## config.mk

```make
export PLATFORM = sky130hd
export DESIGN_NAME = cst_core
export DESIGN_NICKNAME = d
export VERILOG_FILES = /design/src/cst_pkg.sv /design/src/cst_core.sv
export SDC_FILE = /design/constraint.sdc
export NUM_CORES = 1
export LEC_CHECK = 0
export BUFFER_PORTS_ARGS = -buffer_cell sky130_fd_sc_hd__buf_2
export CORE_MARGIN = 1.5
export CORE_UTILIZATION = 50
export CTS_CLUSTER_SIZE = 25
export DETAILED_ROUTE_END_ITERATION = 6
export PLACE_DENSITY = 0.81
export SLEW_MARGIN = 5
export SYNTH_ARGS = -nofsm -noshare
export SYNTH_HDL_FRONTEND = slang
export SYNTH_SLANG_ARGS = --single-unit
```

## constraint.sdc

```tcl
create_clock -name i_ref_clk -period 2.5 [get_ports i_ref_clk]
set_clock_uncertainty 0.2 [all_clocks]
set_input_delay 0.25 -clock i_ref_clk [delete_from_list [all_inputs] [get_ports i_ref_clk]]
set_output_delay 0.25 -clock i_ref_clk [all_outputs]
set_load 0.02 [all_outputs]
```

## src/cst_pkg.sv

```systemverilog
package cst_pkg;
  // register byte offsets
  localparam logic [7:0] OFS_CTRL = 8'h00;
  localparam logic [7:0] OFS_STAT = 8'h04;
  localparam logic [7:0] OFS_ERR = 8'h08;
  localparam logic [7:0] OFS_BTIME = 8'h0c;
  localparam logic [7:0] OFS_IID = 8'h10;
  localparam logic [7:0] OFS_TEST = 8'h14;
  localparam logic [7:0] OFS_PEXT = 8'h18;
  // reset values
  localparam logic [7:0] RST_CTRL = 8'h01;
  localparam logic [14:0] RST_BTIME = 15'h2301;
  localparam logic [3:0] RST_PEXT = 4'h0;
  // control fields
  localparam int CTRL_INIT = 0;
  localparam int CTRL_IRQ_EN = 1;
  localparam int CTRL_STAT_EN = 2;
  localparam int CTRL_ERR_EN = 3;
  localparam int CTRL_DAR = 5;
  localparam int CTRL_CFG_EN = 6;
  localparam int CTRL_TEST = 7;
  localparam logic [7:0] CTRL_WMASK = 8'hef;
  // test fields
  localparam int TEST_BASIC = 2;
  localparam int TEST_SILENT = 3;
  localparam int TEST_LOOP = 4;
  localparam int TEST_TX_LSB = 5;
  // error limits and bus-off recovery
  localparam logic [7:0] WARN_LIM = 8'h60;
  localparam logic [7:0] PASS_LIM = 8'h80;
  localparam logic [7:0] TX_ERR_STEP = 8'h08;
  localparam logic [7:0] OFF_LIMIT = 8'hf8;
  localparam logic [3:0] IDLE_BITS = 4'hb;
  localparam logic [7:0] IDLE_SEQS = 8'h81;
  // error codes
  localparam logic [2:0] CODE_NONE = 3'h0;
  localparam logic [2:0] CODE_STUFF = 3'h1;
  localparam logic [2:0] CODE_FORM = 3'h2;
  localparam logic [2:0] CODE_ACK = 3'h3;
  localparam logic [2:0] CODE_BIT1 = 3'h4;
  localparam logic [2:0] CODE_BIT0 = 3'h5;
  localparam logic [2:0] CODE_CRC = 3'h6;
  localparam logic [2:0] CODE_UNUSED = 3'h7;
  // interrupt identifiers and pin control codes
  localparam logic [15:0] IID_NONE = 16'h0000;
  localparam logic [15:0] IID_STATUS = 16'h8000;
  localparam int NUM_OBJ = 32;
  localparam logic [1:0] TX_CORE = 2'h0;
  localparam logic [1:0] TX_SAMPLE = 2'h1;
  localparam logic [1:0] TX_DOM = 2'h2;
  localparam logic [1:0] TX_RECESS = 2'h3;

  typedef enum logic [1:0] {
    OFF_NONE = 2'b00,
    OFF_HOLD = 2'b01,
    OFF_RECOV = 2'b10
  } cst_off_t;

  // bus events from the protocol engine, one-cycle pulses
  typedef struct packed {
    logic stuff;
    logic form;
    logic ack;
    logic bit1;
    logic bit0;
    logic crc;
    logic rx_ok;
    logic tx_ok;
  } cst_evt_t;

  // error counter steps, one-cycle pulses
  typedef struct packed {
    logic rx_err;
    logic tx_err;
  } cst_cnt_t;

  typedef struct packed {
    logic init;
    logic dar;
    logic loopback;
    logic silent;
    logic basic;
  } cst_mode_t;
endpackage : cst_pkg
```

## src/cst_core.sv

```systemverilog
// Summary of operation
// RULE1 - stuff error loads error code 1
// RULE2 - form error 2, missing acknowledge 3
// RULE3 - sent recessive, saw dominant: code 4
// RULE4 - sent dominant, saw recessive: 5; recovery too
// RULE5 - checksum mismatch loads error code 6
// RULE6 - software code 7 kept until bus event
// RULE7 - flag changes and updates raise status interrupt
// RULE8 - passive change, software writes raise nothing
// RULE9 - status read clears pending status interrupt
// RULE10 - counter register shows receive and transmit counts
// RULE11 - receive passive flag follows receive count
// RULE12 - segment lengths are field plus one
// RULE13 - jump width, prescaler plus one; quantum division
// RULE14 - bit timing resets to 2301h
// RULE15 - timing writes need change allow and init
// RULE16 - prescaler extension forms upper prescaler bits
// RULE17 - highest priority source reported, status first
// RULE18 - identifier codes none, object, status
// RULE19 - interrupt output while source and enable
// RULE20 - cleared object pending leaves source set; here clearing i_obj_pend drops the source
// RULE21 - test shows receive pin, writes need test
// RULE22 - transmit pin follows pin control code
// RULE23 - loopback, silent, basic mode selection
// RULE24 - error and status enables gate interrupt
// RULE25 - bus-off sets init, 129 idle sequences
//
// The APB interface to the registers was left to the implementer.
module cst_core (
  input wire logic i_ref_clk,
  input wire logic i_sys_rst,
  input wire logic i_psel,
  input wire logic i_penable,
  input wire logic i_pwrite,
  input wire logic [7:0] i_paddr,
  input wire logic [31:0] i_pwdata,
  output logic [31:0] o_prdata,
  output logic o_pready,
  output logic o_pslverr,
  input wire cst_pkg::cst_evt_t i_evt,
  input wire cst_pkg::cst_cnt_t i_cnt,
  input wire logic [31:0] i_obj_pend,
  input wire logic i_can_rx,
  input wire logic i_core_tx,
  output logic o_can_tx,
  output logic o_irq,
  output cst_pkg::cst_mode_t o_mode,
  output logic o_tq_tick,
  output logic o_sample_pt,
  output logic [2:0] o_jump_len
);
  logic [7:0] ctrl;
  logic [2:0] err_code;
  logic rx_ok;
  logic tx_ok;
  logic [7:0] rx_errs;
  logic [7:0] tx_errs;
  logic [14:0] btime;
  logic [3:0] presc_ext;
  logic [6:2] test_bits;
  logic [15:0] intid;
  logic [15:0] next_intid;
  logic stat_pend;
  logic off_q;
  logic warn_q;
  cst_pkg::cst_off_t off_state;
  logic [3:0] idle_bits;
  logic [7:0] idle_seqs;
  logic [9:0] presc_cnt;
  logic [4:0] tq_cnt;
  logic [31:0] rdata;
  logic mapped;
  logic [2:0] next_err_code;
  logic code_hit;

  // apb decode: a request completes on the edge where pready is seen high
  wire acc = i_psel & i_penable;
  wire done = acc & o_pready;
  function automatic logic sel(input logic [7:0] ofs);
    sel = done && (i_paddr == ofs);
  endfunction : sel
  wire wr_ctrl = sel(cst_pkg::OFS_CTRL) & i_pwrite;
  wire wr_stat = sel(cst_pkg::OFS_STAT) & i_pwrite;
  wire rd_stat = sel(cst_pkg::OFS_STAT) & ~i_pwrite;
  wire wr_btime = sel(cst_pkg::OFS_BTIME) & i_pwrite;
  wire wr_pext = sel(cst_pkg::OFS_PEXT) & i_pwrite;
  wire wr_test = sel(cst_pkg::OFS_TEST) & i_pwrite;
  wire cfg_ok = ctrl[cst_pkg::CTRL_CFG_EN] & ctrl[cst_pkg::CTRL_INIT];

  // error state flags
  wire bus_off = (off_state != cst_pkg::OFF_NONE);
  wire rx_passive = (rx_errs >= cst_pkg::PASS_LIM); // RULE11
  wire err_warn = (rx_errs >= cst_pkg::WARN_LIM) | (tx_errs >= cst_pkg::WARN_LIM);
  wire err_passive = rx_passive | (tx_errs >= cst_pkg::PASS_LIM);
  wire [6:0] rx_errs_disp = rx_passive ? 7'h7f : rx_errs[6:0];
  wire off_enter = i_cnt.tx_err && (tx_errs >= cst_pkg::OFF_LIMIT) && !bus_off;
  wire seq_done = (off_state == cst_pkg::OFF_RECOV) && o_sample_pt && i_can_rx
                  && (idle_bits == cst_pkg::IDLE_BITS - 4'h1);
  wire recov_done = seq_done && (idle_seqs == cst_pkg::IDLE_SEQS - 8'h01);
  wire [1:0] tx_ctl = test_bits[cst_pkg::TEST_TX_LSB +: 2];

  // bit timing fields, each used as value plus one
  wire [9:0] presc = {presc_ext, btime[5:0]}; // RULE16 RULE13
  wire [4:0] sp_idx = {1'b0, btime[11:8]} + 5'h01; // RULE12
  wire [4:0] bit_last = sp_idx + {2'b00, btime[14:12]} + 5'h01; // RULE12

  // apb answer one cycle into the access phase, registered
  always_ff @(posedge i_ref_clk) begin
    if (i_sys_rst) begin
      o_pready <= 1'b0;
      o_prdata <= 32'h0;
      o_pslverr <= 1'b0;
    end else begin
      o_pready <= acc & ~o_pready;
      if (acc & ~o_pready) begin
        o_prdata <= i_pwrite ? 32'h0 : rdata;
        o_pslverr <= ~mapped;
      end
    end
  end

  // read mux, reserved bits read zero
  always_comb begin
    rdata = 32'h0;
    mapped = 1'b1;
    case (i_paddr)
      cst_pkg::OFS_CTRL: rdata[7:0] = ctrl;
      cst_pkg::OFS_STAT: rdata[7:0] = {bus_off, err_warn, err_passive, rx_ok, tx_ok, err_code};
      cst_pkg::OFS_ERR: rdata[15:0] = {rx_passive, rx_errs_disp, tx_errs}; // RULE10 RULE11
      cst_pkg::OFS_BTIME: rdata[14:0] = btime;
      cst_pkg::OFS_IID: rdata[15:0] = intid;
      cst_pkg::OFS_TEST: rdata[7:0] = {i_can_rx, test_bits, 2'b00}; // RULE21
      cst_pkg::OFS_PEXT: rdata[3:0] = presc_ext;
      default: mapped = 1'b0;
    endcase
  end

  // control; bus-off forces init and wins over a write
  always_ff @(posedge i_ref_clk) begin
    if (i_sys_rst) begin
      ctrl <= cst_pkg::RST_CTRL;
    end else begin
      if (wr_ctrl) begin
        ctrl <= i_pwdata[7:0] & cst_pkg::CTRL_WMASK;
      end
      if (off_enter) begin
        ctrl[cst_pkg::CTRL_INIT] <= 1'b1; // RULE25
      end
    end
  end

  // error code chosen from bus events, first listed wins
  always_comb begin
    code_hit = 1'b1;
    next_err_code = cst_pkg::CODE_NONE;
    if (i_evt.stuff) begin
      next_err_code = cst_pkg::CODE_STUFF; // RULE1
    end else if (i_evt.form) begin
      next_err_code = cst_pkg::CODE_FORM; // RULE2
    end else if (i_evt.ack) begin
      next_err_code = cst_pkg::CODE_ACK; // RULE2
    end else if (i_evt.bit1) begin
      next_err_code = cst_pkg::CODE_BIT1; // RULE3
    end else if (i_evt.bit0 | seq_done) begin
      next_err_code = cst_pkg::CODE_BIT0; // RULE4
    end else if (i_evt.crc) begin
      next_err_code = cst_pkg::CODE_CRC; // RULE5
    end else if (!(i_evt.rx_ok | i_evt.tx_ok)) begin
      code_hit = 1'b0;
    end
  end

  // status fields; hardware update wins over a software write
  always_ff @(posedge i_ref_clk) begin
    if (i_sys_rst) begin
      err_code <= cst_pkg::CODE_NONE;
      rx_ok <= 1'b0;
      tx_ok <= 1'b0;
    end else begin
      if (code_hit) begin
        err_code <= next_err_code;
      end else if (wr_stat) begin
        err_code <= i_pwdata[2:0]; // RULE6
      end
      if (i_evt.rx_ok) begin
        rx_ok <= 1'b1;
      end else if (wr_stat) begin
        rx_ok <= i_pwdata[4];
      end
      if (i_evt.tx_ok) begin
        tx_ok <= 1'b1;
      end else if (wr_stat) begin
        tx_ok <= i_pwdata[3];
      end
    end
  end

  // error counters; receive count stops at the passive level
  always_ff @(posedge i_ref_clk) begin
    if (i_sys_rst || recov_done) begin
      rx_errs <= 8'h00; // RULE25
      tx_errs <= 8'h00;
    end else if (!bus_off) begin
      if (i_cnt.rx_err && !rx_passive) begin
        rx_errs <= rx_errs + 8'h01;
      end else if (i_evt.rx_ok && rx_errs != 8'h00) begin
        rx_errs <= rx_errs - 8'h01;
      end
      if (i_cnt.tx_err) begin
        tx_errs <= (tx_errs >= cst_pkg::OFF_LIMIT) ? 8'hff : tx_errs + cst_pkg::TX_ERR_STEP;
      end else if (i_evt.tx_ok && tx_errs != 8'h00) begin
        tx_errs <= tx_errs - 8'h01;
      end
    end
  end

  // bus-off: hold until software drops init, then count idle sequences
  always_ff @(posedge i_ref_clk) begin
    if (i_sys_rst) begin
      off_state <= cst_pkg::OFF_NONE;
    end else begin
      case (off_state)
        cst_pkg::OFF_NONE: if (off_enter) off_state <= cst_pkg::OFF_HOLD;
        cst_pkg::OFF_HOLD: if (!ctrl[cst_pkg::CTRL_INIT]) off_state <= cst_pkg::OFF_RECOV;
        cst_pkg::OFF_RECOV: if (recov_done) off_state <= cst_pkg::OFF_NONE; // RULE25
        default: off_state <= cst_pkg::OFF_NONE;
      endcase
    end
  end

  // recessive bit runs; a dominant sample restarts the run
  always_ff @(posedge i_ref_clk) begin
    if (i_sys_rst || off_state != cst_pkg::OFF_RECOV) begin
      idle_bits <= 4'h0;
      idle_seqs <= 8'h00;
    end else if (o_sample_pt) begin
      if (!i_can_rx) begin
        idle_bits <= 4'h0;
      end else if (seq_done) begin
        idle_bits <= 4'h0; // RULE4
        idle_seqs <= idle_seqs + 8'h01; // RULE25
      end else begin
        idle_bits <= idle_bits + 4'h1;
      end
    end
  end

  // timing registers only open during configuration
  always_ff @(posedge i_ref_clk) begin
    if (i_sys_rst) begin
      btime <= cst_pkg::RST_BTIME; // RULE14
      presc_ext <= cst_pkg::RST_PEXT;
    end else if (cfg_ok) begin
      if (wr_btime) begin
        btime <= i_pwdata[14:0]; // RULE15
      end
      if (wr_pext) begin
        presc_ext <= i_pwdata[3:0]; // RULE15
      end
    end
  end

  // quantum prescaler; stopped in init so a new setting starts clean
  always_ff @(posedge i_ref_clk) begin
    if (i_sys_rst || ctrl[cst_pkg::CTRL_INIT]) begin
      presc_cnt <= 10'h000;
      o_tq_tick <= 1'b0;
    end else if (presc_cnt == presc) begin
      presc_cnt <= 10'h000; // RULE13
      o_tq_tick <= 1'b1;
    end else begin
      presc_cnt <= presc_cnt + 10'h001;
      o_tq_tick <= 1'b0;
    end
  end

  // quanta within a bit: sync, before-sample, after-sample
  // no resync here; the engine gets the jump width on o_jump_len
  always_ff @(posedge i_ref_clk) begin
    if (i_sys_rst || ctrl[cst_pkg::CTRL_INIT]) begin
      tq_cnt <= 5'h00;
      o_sample_pt <= 1'b0;
    end else begin
      o_sample_pt <= o_tq_tick && (tq_cnt == sp_idx); // RULE12
      if (o_tq_tick) begin
        tq_cnt <= (tq_cnt == bit_last) ? 5'h00 : tq_cnt + 5'h01;
      end
    end
  end

  always_ff @(posedge i_ref_clk) begin
    if (i_sys_rst) begin
      o_jump_len <= 3'h1;
    end else begin
      o_jump_len <= {1'b0, btime[7:6]} + 3'h1; // RULE13
    end
  end

  // status interrupt sources
  wire err_chg = (bus_off != off_q) | (err_warn != warn_q);
  wire stat_set = (err_chg & ctrl[cst_pkg::CTRL_ERR_EN]) // RULE7 RULE24
                  | (code_hit & ctrl[cst_pkg::CTRL_STAT_EN]); // RULE8
  always_ff @(posedge i_ref_clk) begin
    if (i_sys_rst) begin
      off_q <= 1'b0;
      warn_q <= 1'b0;
      stat_pend <= 1'b0;
    end else begin
      off_q <= bus_off;
      warn_q <= err_warn;
      if (stat_set) begin
        stat_pend <= 1'b1; // set beats the read clear
      end else if (rd_stat) begin
        stat_pend <= 1'b0; // RULE9
      end
    end
  end

  // lowest numbered pending object wins; software clears at the source
  function automatic logic [15:0] obj_code(input logic [31:0] pend);
    obj_code = cst_pkg::IID_NONE;
    for (int i = cst_pkg::NUM_OBJ - 1; i >= 0; i--) begin
      if (pend[i]) obj_code = 16'(i + 1);
    end
  endfunction : obj_code

  always_comb begin
    next_intid = stat_pend ? cst_pkg::IID_STATUS // RULE17 RULE18
                           : obj_code(i_obj_pend); // RULE20
  end

  always_ff @(posedge i_ref_clk) begin
    if (i_sys_rst) begin
      intid <= cst_pkg::IID_NONE;
      o_irq <= 1'b0;
    end else begin
      intid <= next_intid;
      o_irq <= (next_intid != cst_pkg::IID_NONE) && ctrl[cst_pkg::CTRL_IRQ_EN]; // RULE19
    end
  end

  // test bits drop whenever test mode is left
  always_ff @(posedge i_ref_clk) begin
    if (i_sys_rst || !ctrl[cst_pkg::CTRL_TEST]) begin
      test_bits <= 5'h00;
    end else if (wr_test) begin
      test_bits <= i_pwdata[6:2]; // RULE21
    end
  end

  // transmit pin; under TX_CORE, silent and bus-off keep the pin recessive
  always_ff @(posedge i_ref_clk) begin
    if (i_sys_rst) begin
      o_can_tx <= 1'b1;
    end else begin
      case (tx_ctl)
        cst_pkg::TX_CORE: o_can_tx <= i_core_tx | test_bits[cst_pkg::TEST_SILENT] | bus_off;
        cst_pkg::TX_SAMPLE: o_can_tx <= o_sample_pt; // RULE22
        cst_pkg::TX_DOM: o_can_tx <= 1'b0; // RULE22
        cst_pkg::TX_RECESS: o_can_tx <= 1'b1; // RULE22
        default: o_can_tx <= 1'b1;
      endcase
    end
  end

  always_ff @(posedge i_ref_clk) begin
    if (i_sys_rst) begin
      o_mode <= '0;
    end else begin
      o_mode.init <= ctrl[cst_pkg::CTRL_INIT];
      o_mode.dar <= ctrl[cst_pkg::CTRL_DAR];
      o_mode.loopback <= test_bits[cst_pkg::TEST_LOOP]; // RULE23
      o_mode.silent <= test_bits[cst_pkg::TEST_SILENT]; // RULE23
      o_mode.basic <= test_bits[cst_pkg::TEST_BASIC]; // RULE23
    end
  end
endmodule : cst_core

```

== After elaboration in Yosys (flattened, before gate mapping) ==
Index checks and enable logic that the tools add are counted.

* Add/sub/neg operators: 12
* Magnitude comparators: 5
* Eq/ne operators: 22
* Muxes and demuxes: 75
* Bitwise logic cells: 24
* Reduce and logical (&&, ||, !) cells: 45

{| class="wikitable"
|+ Operator list
! operator !! number
|-
| two-way mux 16 bit || 33
|-
| two-way mux 8 bit || 5
|-
| case mux 4 bit (7 select lines) || 1
|-
| equality test 8 x 5 -> 1 bit (second input constant) || 3
|-
| >= comparator 8 bit (second input constant) || 3
|-
| two-way mux 3 bit || 8
|-
| case mux 4 bit (6 select lines) || 1
|-
| case mux 7 bit (3 select lines) || 1
|-
| adder 8 x 1 -> 8 bit (second input constant) || 2
|-
| equality test 8 x 4 -> 1 bit (second input constant) || 2
|-
| >= comparator 8 x 7 -> 1 bit (second input constant) || 2
|-
| logical AND 1 bit || 16
|-
| nonzero test 16 bit || 1
|-
| nonzero test 8 bit || 2
|-
| subtractor 8 x 1 -> 8 bit (second input constant) || 2
|-
| two-way mux 1 bit || 15
|-
| nonzero test 2 bit || 7
|-
| bitwise AND 1 bit || 12
|-
| adder 10 x 1 -> 10 bit (second input constant) || 1
|-
| adder 5 x 1 -> 5 bit (second input constant) || 2
|-
| equality test 10 bit || 1
|-
| equality test 5 bit || 2
|-
| adder 8 x 4 -> 8 bit (second input constant) || 1
|-
| equality test 8 x 3 -> 1 bit (second input constant) || 1
|-
| 28 further kinds || 59
|}

* Register bits: 146
* Input port bits: 89

== Depth between registers and ports, before layout ==
Gate-level depths: netlist (run 1).

* Depth after elaboration: 35
* Gate-level depth with buffers: 9

== Worst setup path before layout (run 1) ==
No wires, ideal clock.

* Kind: register to register
* Start point: register btime[8]
* End point: register tq_cnt[2]
* Setup time: 0.148 ns
* Data arrival time: 2.238 ns
* Path slack: -0.086 ns
* Stages on the path, launching flop included: 8
* Path buffers: 0
* Period minus slack after synthesis: 2.586 ns
* Cells stage by stage: dfxtp_1 -> ha_1 -> fa_1 -> xor2_1 -> xnor2_1 -> nand3_1 -> a2111oi_0 -> nor4_1

* Cells in the longest elaborated chain, start to end: 5

{| class="wikitable"
|+ RTL lines
! element !! RTL line !! RTL
|-
| from (decl) || cst_core.sv:58 || <nowiki>logic [14:0] btime;</nowiki>
|-
| from (signal assigned) || cst_core.sv:251 || <nowiki>btime <= cst_pkg::RST_BTIME;</nowiki>
|-
| from (signal assigned) || cst_core.sv:255 || <nowiki>btime <= i_pwdata[14:0];</nowiki>
|-
| adder 4 x 1 -> 5 bit || cst_core.sv:104 || <nowiki>wire [4:0] sp_idx = {1'b0, btime[11:8]} + 5'h01;</nowiki>
|-
| adder 5 x 3 -> 5 bit || cst_core.sv:105 || <nowiki>wire [4:0] bit_last = sp_idx + {2'b00, btime[14:12]} + 5'h01;</nowiki>
|-
| adder 5 x 1 -> 5 bit || cst_core.sv:105 ||
|-
| equality test 5 bit || cst_core.sv:286 || <nowiki>tq_cnt <= (tq_cnt == bit_last) ? 5'h00 : tq_cnt + 5'h01;</nowiki>
|-
| two-way mux 5 bit || cst_core.sv:286 ||
|-
| to (signal assigned) || cst_core.sv:286 ||
|-
| to (decl) || cst_core.sv:70 || <nowiki>logic [4:0] tq_cnt;</nowiki>
|}

Every way passes these cells.
A chain may end at the register's enable or synchronous reset.

== Worst setup path after layout (run 1) ==
* Start point: register idle_bits[0]
* End point: register err_code[2]

* Cells in the longest elaborated chain, start to end: 9
* Elaborated cells on any way between the ends: 15
* Classes of those cells: eq/ne: 1; mux: 11; bitwise: 1; reduce/logical: 2

{| class="wikitable"
|+ RTL lines
! element !! RTL line !! RTL
|-
| from (decl) || cst_core.sv:67 || <nowiki>logic [3:0] idle_bits;</nowiki>
|-
| from (signal assigned) || cst_core.sv:243 || <nowiki>idle_bits <= idle_bits + 4'h1;</nowiki>
|-
| equality test 4 bit (*) || cst_core.sv:98 || <nowiki>&& (idle_bits == cst_pkg::IDLE_BITS - 4'h1);</nowiki>
|-
| logical AND 1 bit (*) || cst_core.sv:98 ||
|-
| bitwise OR 1 bit (*) || cst_core.sv:164 || <nowiki>end else if (i_evt.bit0 | seq_done) begin</nowiki>
|-
| two-way mux 3 bit / two-way mux 1 bit (equally long branches) || cst_core.sv:164 ||
|-
| two-way mux 3 bit / two-way mux 1 bit (equally long branches) || cst_core.sv:162 || <nowiki>end else if (i_evt.bit1) begin</nowiki>
|-
| two-way mux 3 bit / two-way mux 1 bit (equally long branches) || cst_core.sv:160 || <nowiki>end else if (i_evt.ack) begin</nowiki>
|-
| two-way mux 3 bit / two-way mux 1 bit (equally long branches) || cst_core.sv:158 || <nowiki>end else if (i_evt.form) begin</nowiki>
|-
| two-way mux 3 bit / two-way mux 1 bit (equally long branches) || cst_core.sv:156 || <nowiki>if (i_evt.stuff) begin</nowiki>
|-
| two-way mux 3 bit / nonzero test 2 bit (equally long branches) || n/a ||
|-
| to (signal assigned) || cst_core.sv:176 || <nowiki>err_code <= cst_pkg::CODE_NONE;</nowiki>
|-
| to (signal assigned) || cst_core.sv:181 || <nowiki>err_code <= next_err_code;</nowiki>
|-
| to (signal assigned) || cst_core.sv:183 || <nowiki>err_code <= i_pwdata[2:0];</nowiki>
|-
| to (decl) || cst_core.sv:53 || <nowiki>logic [2:0] err_code;</nowiki>
|}

Every way passes the cells marked *; elsewhere a longest branch is shown, timed or not.

==> out/metrics.csv, run 1 <==
stage;metric;value;unit
timing;max_freq;0.4137;GHz
worst_hold_path;hp-class;primary input to register;
final_layout;area_growth;24.34;%
placement;io_buffer_count;101;
synthesis;synth-edff-count;0;
route;wl_met3;1263;um
clock_network;cts_setup_buffers;0;
clock_network;cts_inserted_buffers;17;
route;via_count;6481;
synthesis;ys_types;74;
timing;tightestPinTransition;0.6181;ns
route;highest_layer;met4;
synthesis;synth_seq_cells;121;
global_routing;gr-total-overflow;0;
placement;gp_congestion;0.9330;
synthesis;synth_warnings;0;
final_layout;final_net_count;1046;
synthesis;syn_area_per_cell;8.407;sq um
outcome;status;finished, final reports clean;
global_routing;grt_pass1_wl;29620;um
synthesis;synth_top_area_frac;0.3634;
clock_network;clk_latency;0.42;ns
flow_run;maxCapViolations;0;
route;dr.pass1.iters;5;
synthesis;synth.area.top_cells;dfxtp_1 (36%), mux2i_1 (5.3%), nor2_1 (4.3%);
route;avgViaCountPerCell;5.766;
global_routing;antenna_found_initial;1;
synthesis;ys_seq_area_frac;0.3634;
route;drc;0;
worst_setup_path;crit_fanout;4;
route;wl;18420;um
timing;setup_viol;0;
final_layout;fill_cells;1124;
route;drt-met1-wl;8028;um
final_layout;multi_input_area;0.003981;sq mm
final_layout;final_layout_size_suffix_gt1_frac;0.1943;
timing;slew_headroom;0.5864;
worst_setup_path;end_kind;register;
worst_setup_path;crit_arrival;2.56;ns
die;io_pins;135;
route;met2_length;8356;um
worst_setup_path;cp-start-kind;register;
clock_network;h-tree-depth;4;
timing;fin_crit;2.417;ns
global_routing;grt_pass1_vias;6070;
timing;fin_crit_sh;0.9670;
pwr;p_leak;3.537;nW
placement;dp_cells;1066;
pwr;pwr_density_cell;676.7;mW/mm^2
synthesis;synth_common_cells;dfxtp_1 (121), nor2_1 (77), nand2_1 (70), a21oi_1 (49), mux2i_1 (35);
pwr;ir_drop;0.4421;mV
synthesis;yosysMostFrequentCell;dfxtp_1;
synthesis;yosys_most_used_dff;dfxtp_1;
synthesis;post-synth-top-area-cell;dfxtp_1;
final_layout;regArea;0.002422;sq mm
synthesis;syn_inst;793;
route;wl_per_cell;16.39;um
final_layout;fin_cells;1124;
die;dieArea;0.01403;sq mm
clock_network;cts_tree;built;
route;antenna_left;0;
clock_network;cts-root-buf;clkbuf_16;
placement;hpwl;13030;um
timing;slew_viol_final;0;
worst_setup_path;critPathKind;register to register;
clock_network;clock-sinks;121;
clock_network;clk_path_buf_depth;2;
die;start_util;0.5074;
global_routing;grt_max_degree;46;
die;rows;42;
timing;fin_hold_ws;0.02079;ns
worst_setup_path;required;2.64;ns
synthesis;syn_area;0.006666;sq mm
die;core;0.01314;sq mm
die;dieWidth;118.5;um
die;fp.dieH;118.5;um
route;drt_first_iter_violations;634;
timing;hold_viol;0;
global_routing;grtUsageTotal;0.2622;
synthesis;async_flop_share;0;
clock_network;clkTransAtPathRegs;0.05;ns
==> final timing paths <==
path                             start                         to  slack (ns)  cells past startpoint
max reg2reg  idle_bits[0]$_SDFFE_PP0P_   err_code[2]$_SDFFE_PP0P_        0.08                      8
max          idle_bits[0]$_SDFFE_PP0P_   err_code[2]$_SDFFE_PP0P_        0.08                      8
min reg2reg  o_prdata[10]$_SDFFE_PP0P_  o_prdata[10]$_SDFFE_PP0P_        0.25                      2
min                      i_obj_pend[3]        intid[3]$_SDFF_PP0_        0.02                      4
==> per-layer routing <==
layer / GRT usage / vias up
met5: 0 / -
met4: 0.1423 / 0
met3: 0.05840 / 54
met2: 0.4124 / 274
met1: 0.3349 / 3023
li1: - / 3130
==> cell type report <==
class	count	share of cell area
multi-input combinational	607	0.4803
sequential	121	0.2922
timing repair buffer	158	0.1202
clock buffer	24	0.05570
tap	176	0.02657
inverter	29	0.01313
clock inverter	8	0.01162
antenna	1	0.0003019
==> layout by cell type, fill, tap and decap left out, drive strengths merged, types with 6 or more instances in the layout <==
cell type | synthesis | final
o21bai | 6 | 6
xnor2 | 20 | 20
inv | 29 | 29
dfxtp | 121 | 121
and3 | 9 | 9
a211oi | 10 | 10
nand2b | 10 | 10
nand2 | 72 | 72
o21ai | 21 | 21
a21oi | 49 | 49
nor4 | 23 | 23
conb | 1 | 16
or3 | 10 | 10
xor2 | 28 | 28
a31oi | 8 | 8
ha | 21 | 21
nor2b | 18 | 18
nand3 | 36 | 36
a22oi | 7 | 7
or2 | 6 | 6
nor3 | 24 | 24
nor2 | 77 | 77
clkbuf | 25 | 24
mux2i | 35 | 35
buf | 26 | 133
nand4 | 14 | 14
o2111ai | 7 | 7
dlygate4sd3 | 0 | 25
==> state kept, by name, summed over array words and instances, names as in the netlist, 2 cells and up <==
register / count
tx_errs: 8
off_state: 2
btime: 15
presc_ext: 4
intid: 7
ctrl: 7
o_prdata: 16
idle_bits: 4
presc_cnt: 10
idle_seqs: 8
o_mode: 5
err_code: 3
test_bits: 5
o_jump_len: 3
tq_cnt: 5
rx_errs: 8
==> what timing repair did <==
action,in CTS,in global routing
pin swaps,1,2
endpoints found under the hold margin,44,0
hold buffers,25,0
resized for setup,1,6
setup endpoints to repair,3,6
==> report_power, final <==
part / total, W / switching (W) / internal [W]
Clock: 0.00234 / 0.000852 / 0.00148
Sequential: 0.00212 / 0.0000979 / 0.00202
Combinational: 0.00116 / 0.000631 / 0.000527
Total: 0.00561 / 0.00158 / 0.00403
==> worst max-delay path, stage by stage, from the launching register on <==
cell and delay [ns]:
dfxtp_1 0.38, inv_1 0.09, ha_1 0.21, and3b_1 0.20, a2111oi_0 0.52, buf_4 0.20, nand3_1 0.10, o21bai_1 0.21
a211oi_2 0.22
==> per-stage QoR <==
step / TNS (ns) / setup slack (ns) / area [sq um] / utilization / total power, W
6_report: 0 / 0.08261 / 8289 / 0.6310 / 0.005609
5_1_grt: -0.002435 / -0.001977 / 8289 / 0.6310 / 0.005847
4_1_cts: 0 / 0.06496 / 8254 / 0.6283 / 0.005603
3_5_place_dp: -0.1984 / -0.07450 / 7433 / 0.5658 / 0.003252
3_3_place_gp: 0 / 0.04215 / 7433 / 0.5658 / 0.003218
2_1_floorplan: 0 / 0.09449 / 6729 / - / 0.002941
==> cell families after synthesis <==
family          Yosys count  share of synthesized area
mux                      40                    0.06269
buf+inv                  80                    0.05556
other cells               1                  0.0005625
fa+ha+maj                23                    0.04542
xor+xnor                 48                    0.06306
flops                   121                     0.3634
simple gates            319                     0.2442
compound gates          161                     0.1652
(Power assumes the default switching activity.)
==> inputs of run 2 (changes only) <==
- CELL_PAD_IN_SITES_DETAIL_PLACEMENT: unset -> 1
- CELL_PAD_IN_SITES_GLOBAL_PLACEMENT: unset -> 2
- CORE_UTILIZATION: 50 -> 29
- PLACE_DENSITY: 0.81 -> 0.8
==> run 2 against run 1 <==
Against the previous run: die area up 70%; via count down 1.2%; sequential power about the same; power up 4.0%; flip-flop and latch count unchanged; clock-buffer cell count down 3; clock power up 7%; hold slack worse by 0.0075 ns; cell area up 3.1%; critical path type unchanged; routed wire length up 18%; global-route usage down 7.5 points; utilization down 25 points.
==> out/metrics.csv, run 2 (same netlist as run 1, synthesis figures left out) <==
stage;metric;value;unit;change
worst_setup_path;crit_fanout;4;;unchanged
final_layout;utilization;0.3786;;was 0.6310
final_layout;layout_common_cells;dfxtp_1 (121), buf_2 (101), nor2_1 (77), nand2_1 (70), a21oi_1 (48);;was dfxtp_1 (121), buf_2 (101), nor2_1 (77), nand2_1 (70), a21oi_1 (49)
clock_network;clkTransAtPathRegs;0.06;ns;was 0.05 ns
route;wl_per_cell;17.54;um;was 16.39 um
final_layout;final_net_count;1054;;was 1046
pwr;p_leak;3.610;nW;was 3.537 nW
route;drt_first_iter_violations;326;;was 634
die;fp.dieH;154.6;um;was 118.5 um
pwr;total_power;0.005835;W;was 0.005609 W
clock_network;h-tree-depth;4;;unchanged
worst_setup_path;cp-start-kind;register;;unchanged
clock_network;cts_inserted_buffers;17;;unchanged
placement;dp_cells;1183;;was 1066
die;dieArea;0.02391;sq mm;was 0.01403 sq mm
route;antenna_left;0;;unchanged
clock_network;clk_latency;0.42;ns;about the same
final_layout;final_layout_size_suffix_gt1_frac;0.2067;;was 0.1943
die;start_util;0.2953;;was 0.5074
worst_setup_path;critPathKind;register to register;;unchanged
final_layout;fill_cells;2706;;was 1124
global_routing;grt_max_degree;50;;was 46
final_layout;top_register;o_prdata;;unchanged
final_layout;largest_reg_flops;16;;unchanged
timing;max_freq;0.4264;GHz;was 0.4137 GHz
timing;setup_viol;0;;unchanged
final_layout;area_growth;28.19;%;was 24.34%
flow_run;maxCapViolations;0;;unchanged
placement;gp_congestion;0.7882;;was 0.9330
global_routing;gr-total-overflow;0;;unchanged
timing;fin_crit_sh;0.9382;;was 0.9670
placement;hpwl;16220;um;was 13030 um
route;avgViaCountPerCell;5.172;;was 5.766
clock_network;clock-sinks;121;;unchanged
route;dr.pass1.iters;4;;was 5
timing;slew_viol_final;0;;unchanged
timing;slew_headroom;0.4673;;was 0.5864
final_layout;diodes;0;;was 1
placement;io_buffer_count;101;;unchanged
worst_hold_path;hp-class;primary input to register;;unchanged
timing;tns;0;ns;unchanged
worst_setup_path;crit_arrival;2.43;ns;was 2.56 ns
timing;hold_viol;0;;unchanged
timing;tightestPinTransition;0.7961;ns;was 0.6181 ns
route;wl;21710;um;was 18420 um
route;drc;0;;unchanged
global_routing;antenna_found_initial;0;;was 1
global_routing;grt_pass1_wl;35110;um;was 29620 um
final_layout;fin_cells;1238;;was 1124
outcome;status;finished, final reports clean;;unchanged
die;dieWidth;154.6;um;was 118.5 um
global_routing;grt_pass1_vias;6483;;was 6070
clock_network;clk_path_buf_depth;2;;unchanged
die;core;0.02257;sq mm;was 0.01314 sq mm
clock_network;cts_tree;built;;unchanged
clock_network;cts-root-buf;clkbuf_16;;unchanged
pwr;pwr_density_cell;682.8;mW/mm^2;was 676.7 mW/mm^2
worst_setup_path;end_kind;register;;unchanged
final_layout;final_common_cell;dfxtp_1;;unchanged
final_layout;largestRegisters;o_prdata (16), btime (15), presc_cnt (10);;unchanged
timing;fin_crit;2.345;ns;was 2.417 ns
clock_network;cts_setup_buffers;0;;unchanged
worst_setup_path;required;2.59;ns;was 2.64 ns
pwr;ir_drop;0.3139;mV;was 0.4421 mV
route;via_count;6403;;was 6481
die;rows;55;;was 42
global_routing;grtUsageTotal;0.1869;;was 0.2622
die;io_pins;135;;unchanged
[run 2: changes by cell type in the layout (fill, tap and decap cells not counted), sizes merged]
cell and delta:
buf +8, bufinv +1, clkbuf -3, diode -1
[run 2: path summary, 6_finish.rpt]
path | start | to | slack [ns] | cells past startpoint
max | btime[8]$_SDFFE_PP1P_ | tq_cnt[4]$_SDFFE_PP0P_ | 0.15 | 8
min | i_evt[6] | err_code[2]$_SDFFE_PP0P_ | 0.01 | 4
max reg2reg | btime[8]$_SDFFE_PP1P_ | tq_cnt[4]$_SDFFE_PP0P_ | 0.15 | 8
min reg2reg | o_prdata[12]$_SDFFE_PP0P_ | o_prdata[12]$_SDFFE_PP0P_ | 0.25 | 2
[run 2: critical path, stage by stage (launching register included)]
cell       delay [ns]
dfxtp_1          0.42
ha_4             0.18
xor2_1           0.20
ha_1             0.31
a21oi_2          0.17
nor3_2           0.06
xor2_1           0.20
a2111oi_4        0.37
nor4_1           0.09
[run 2: power breakdown]
part	switching, W	internal [W]	total, W	leakage, nW
Clock	0.000887	0.00162	0.00251	0.294
Sequential	0.0000993	0.00202	0.00212	0.982
Combinational	0.000650	0.000558	0.00121	2.33
[run 2: area by class of cell]
type                       instances  area (sq um)  share of cell area
multi-input combinational        607          3984              0.4662
timing repair buffer             166          1081              0.1265
clock inverter                     9         122.6             0.01435
tap                              285         356.6             0.04173
clock buffer                      21         470.5             0.05505
inverter                          29         108.9             0.01274
sequential                       121          2422              0.2835
[run 2: layer usage]
metal	GRT usage	share of wire	wire length, um	up-vias
met5	0	0	0	-
met4	0.05266	0.012	250	0
met3	0.03278	0.036	788	18
met2	0.3151	0.47	10270	134
met1	0.2448	0.48	10410	3111
li1	-	-	-	3140
[run 2: repair_timing]
action                     CTS  global route
hold buffers                25             0
hold endpoints to repair    39             0
resized for setup            2             7
setup endpoints to repair    3             8
pin swaps                    1             2
[run 2: stage by stage]
step	hold WS [ns]	cell area (sq um)	setup WS [ns]
finish	0.01331	8546	0.1546
global route	0.04210	8546	-0.002148
CTS	0.0003282	8516	0.03519
detailed placement	0.2446	7655	-0.09353
global placement	0.2401	7655	-0.009225
floorplan	0.1694	6729	0.09449
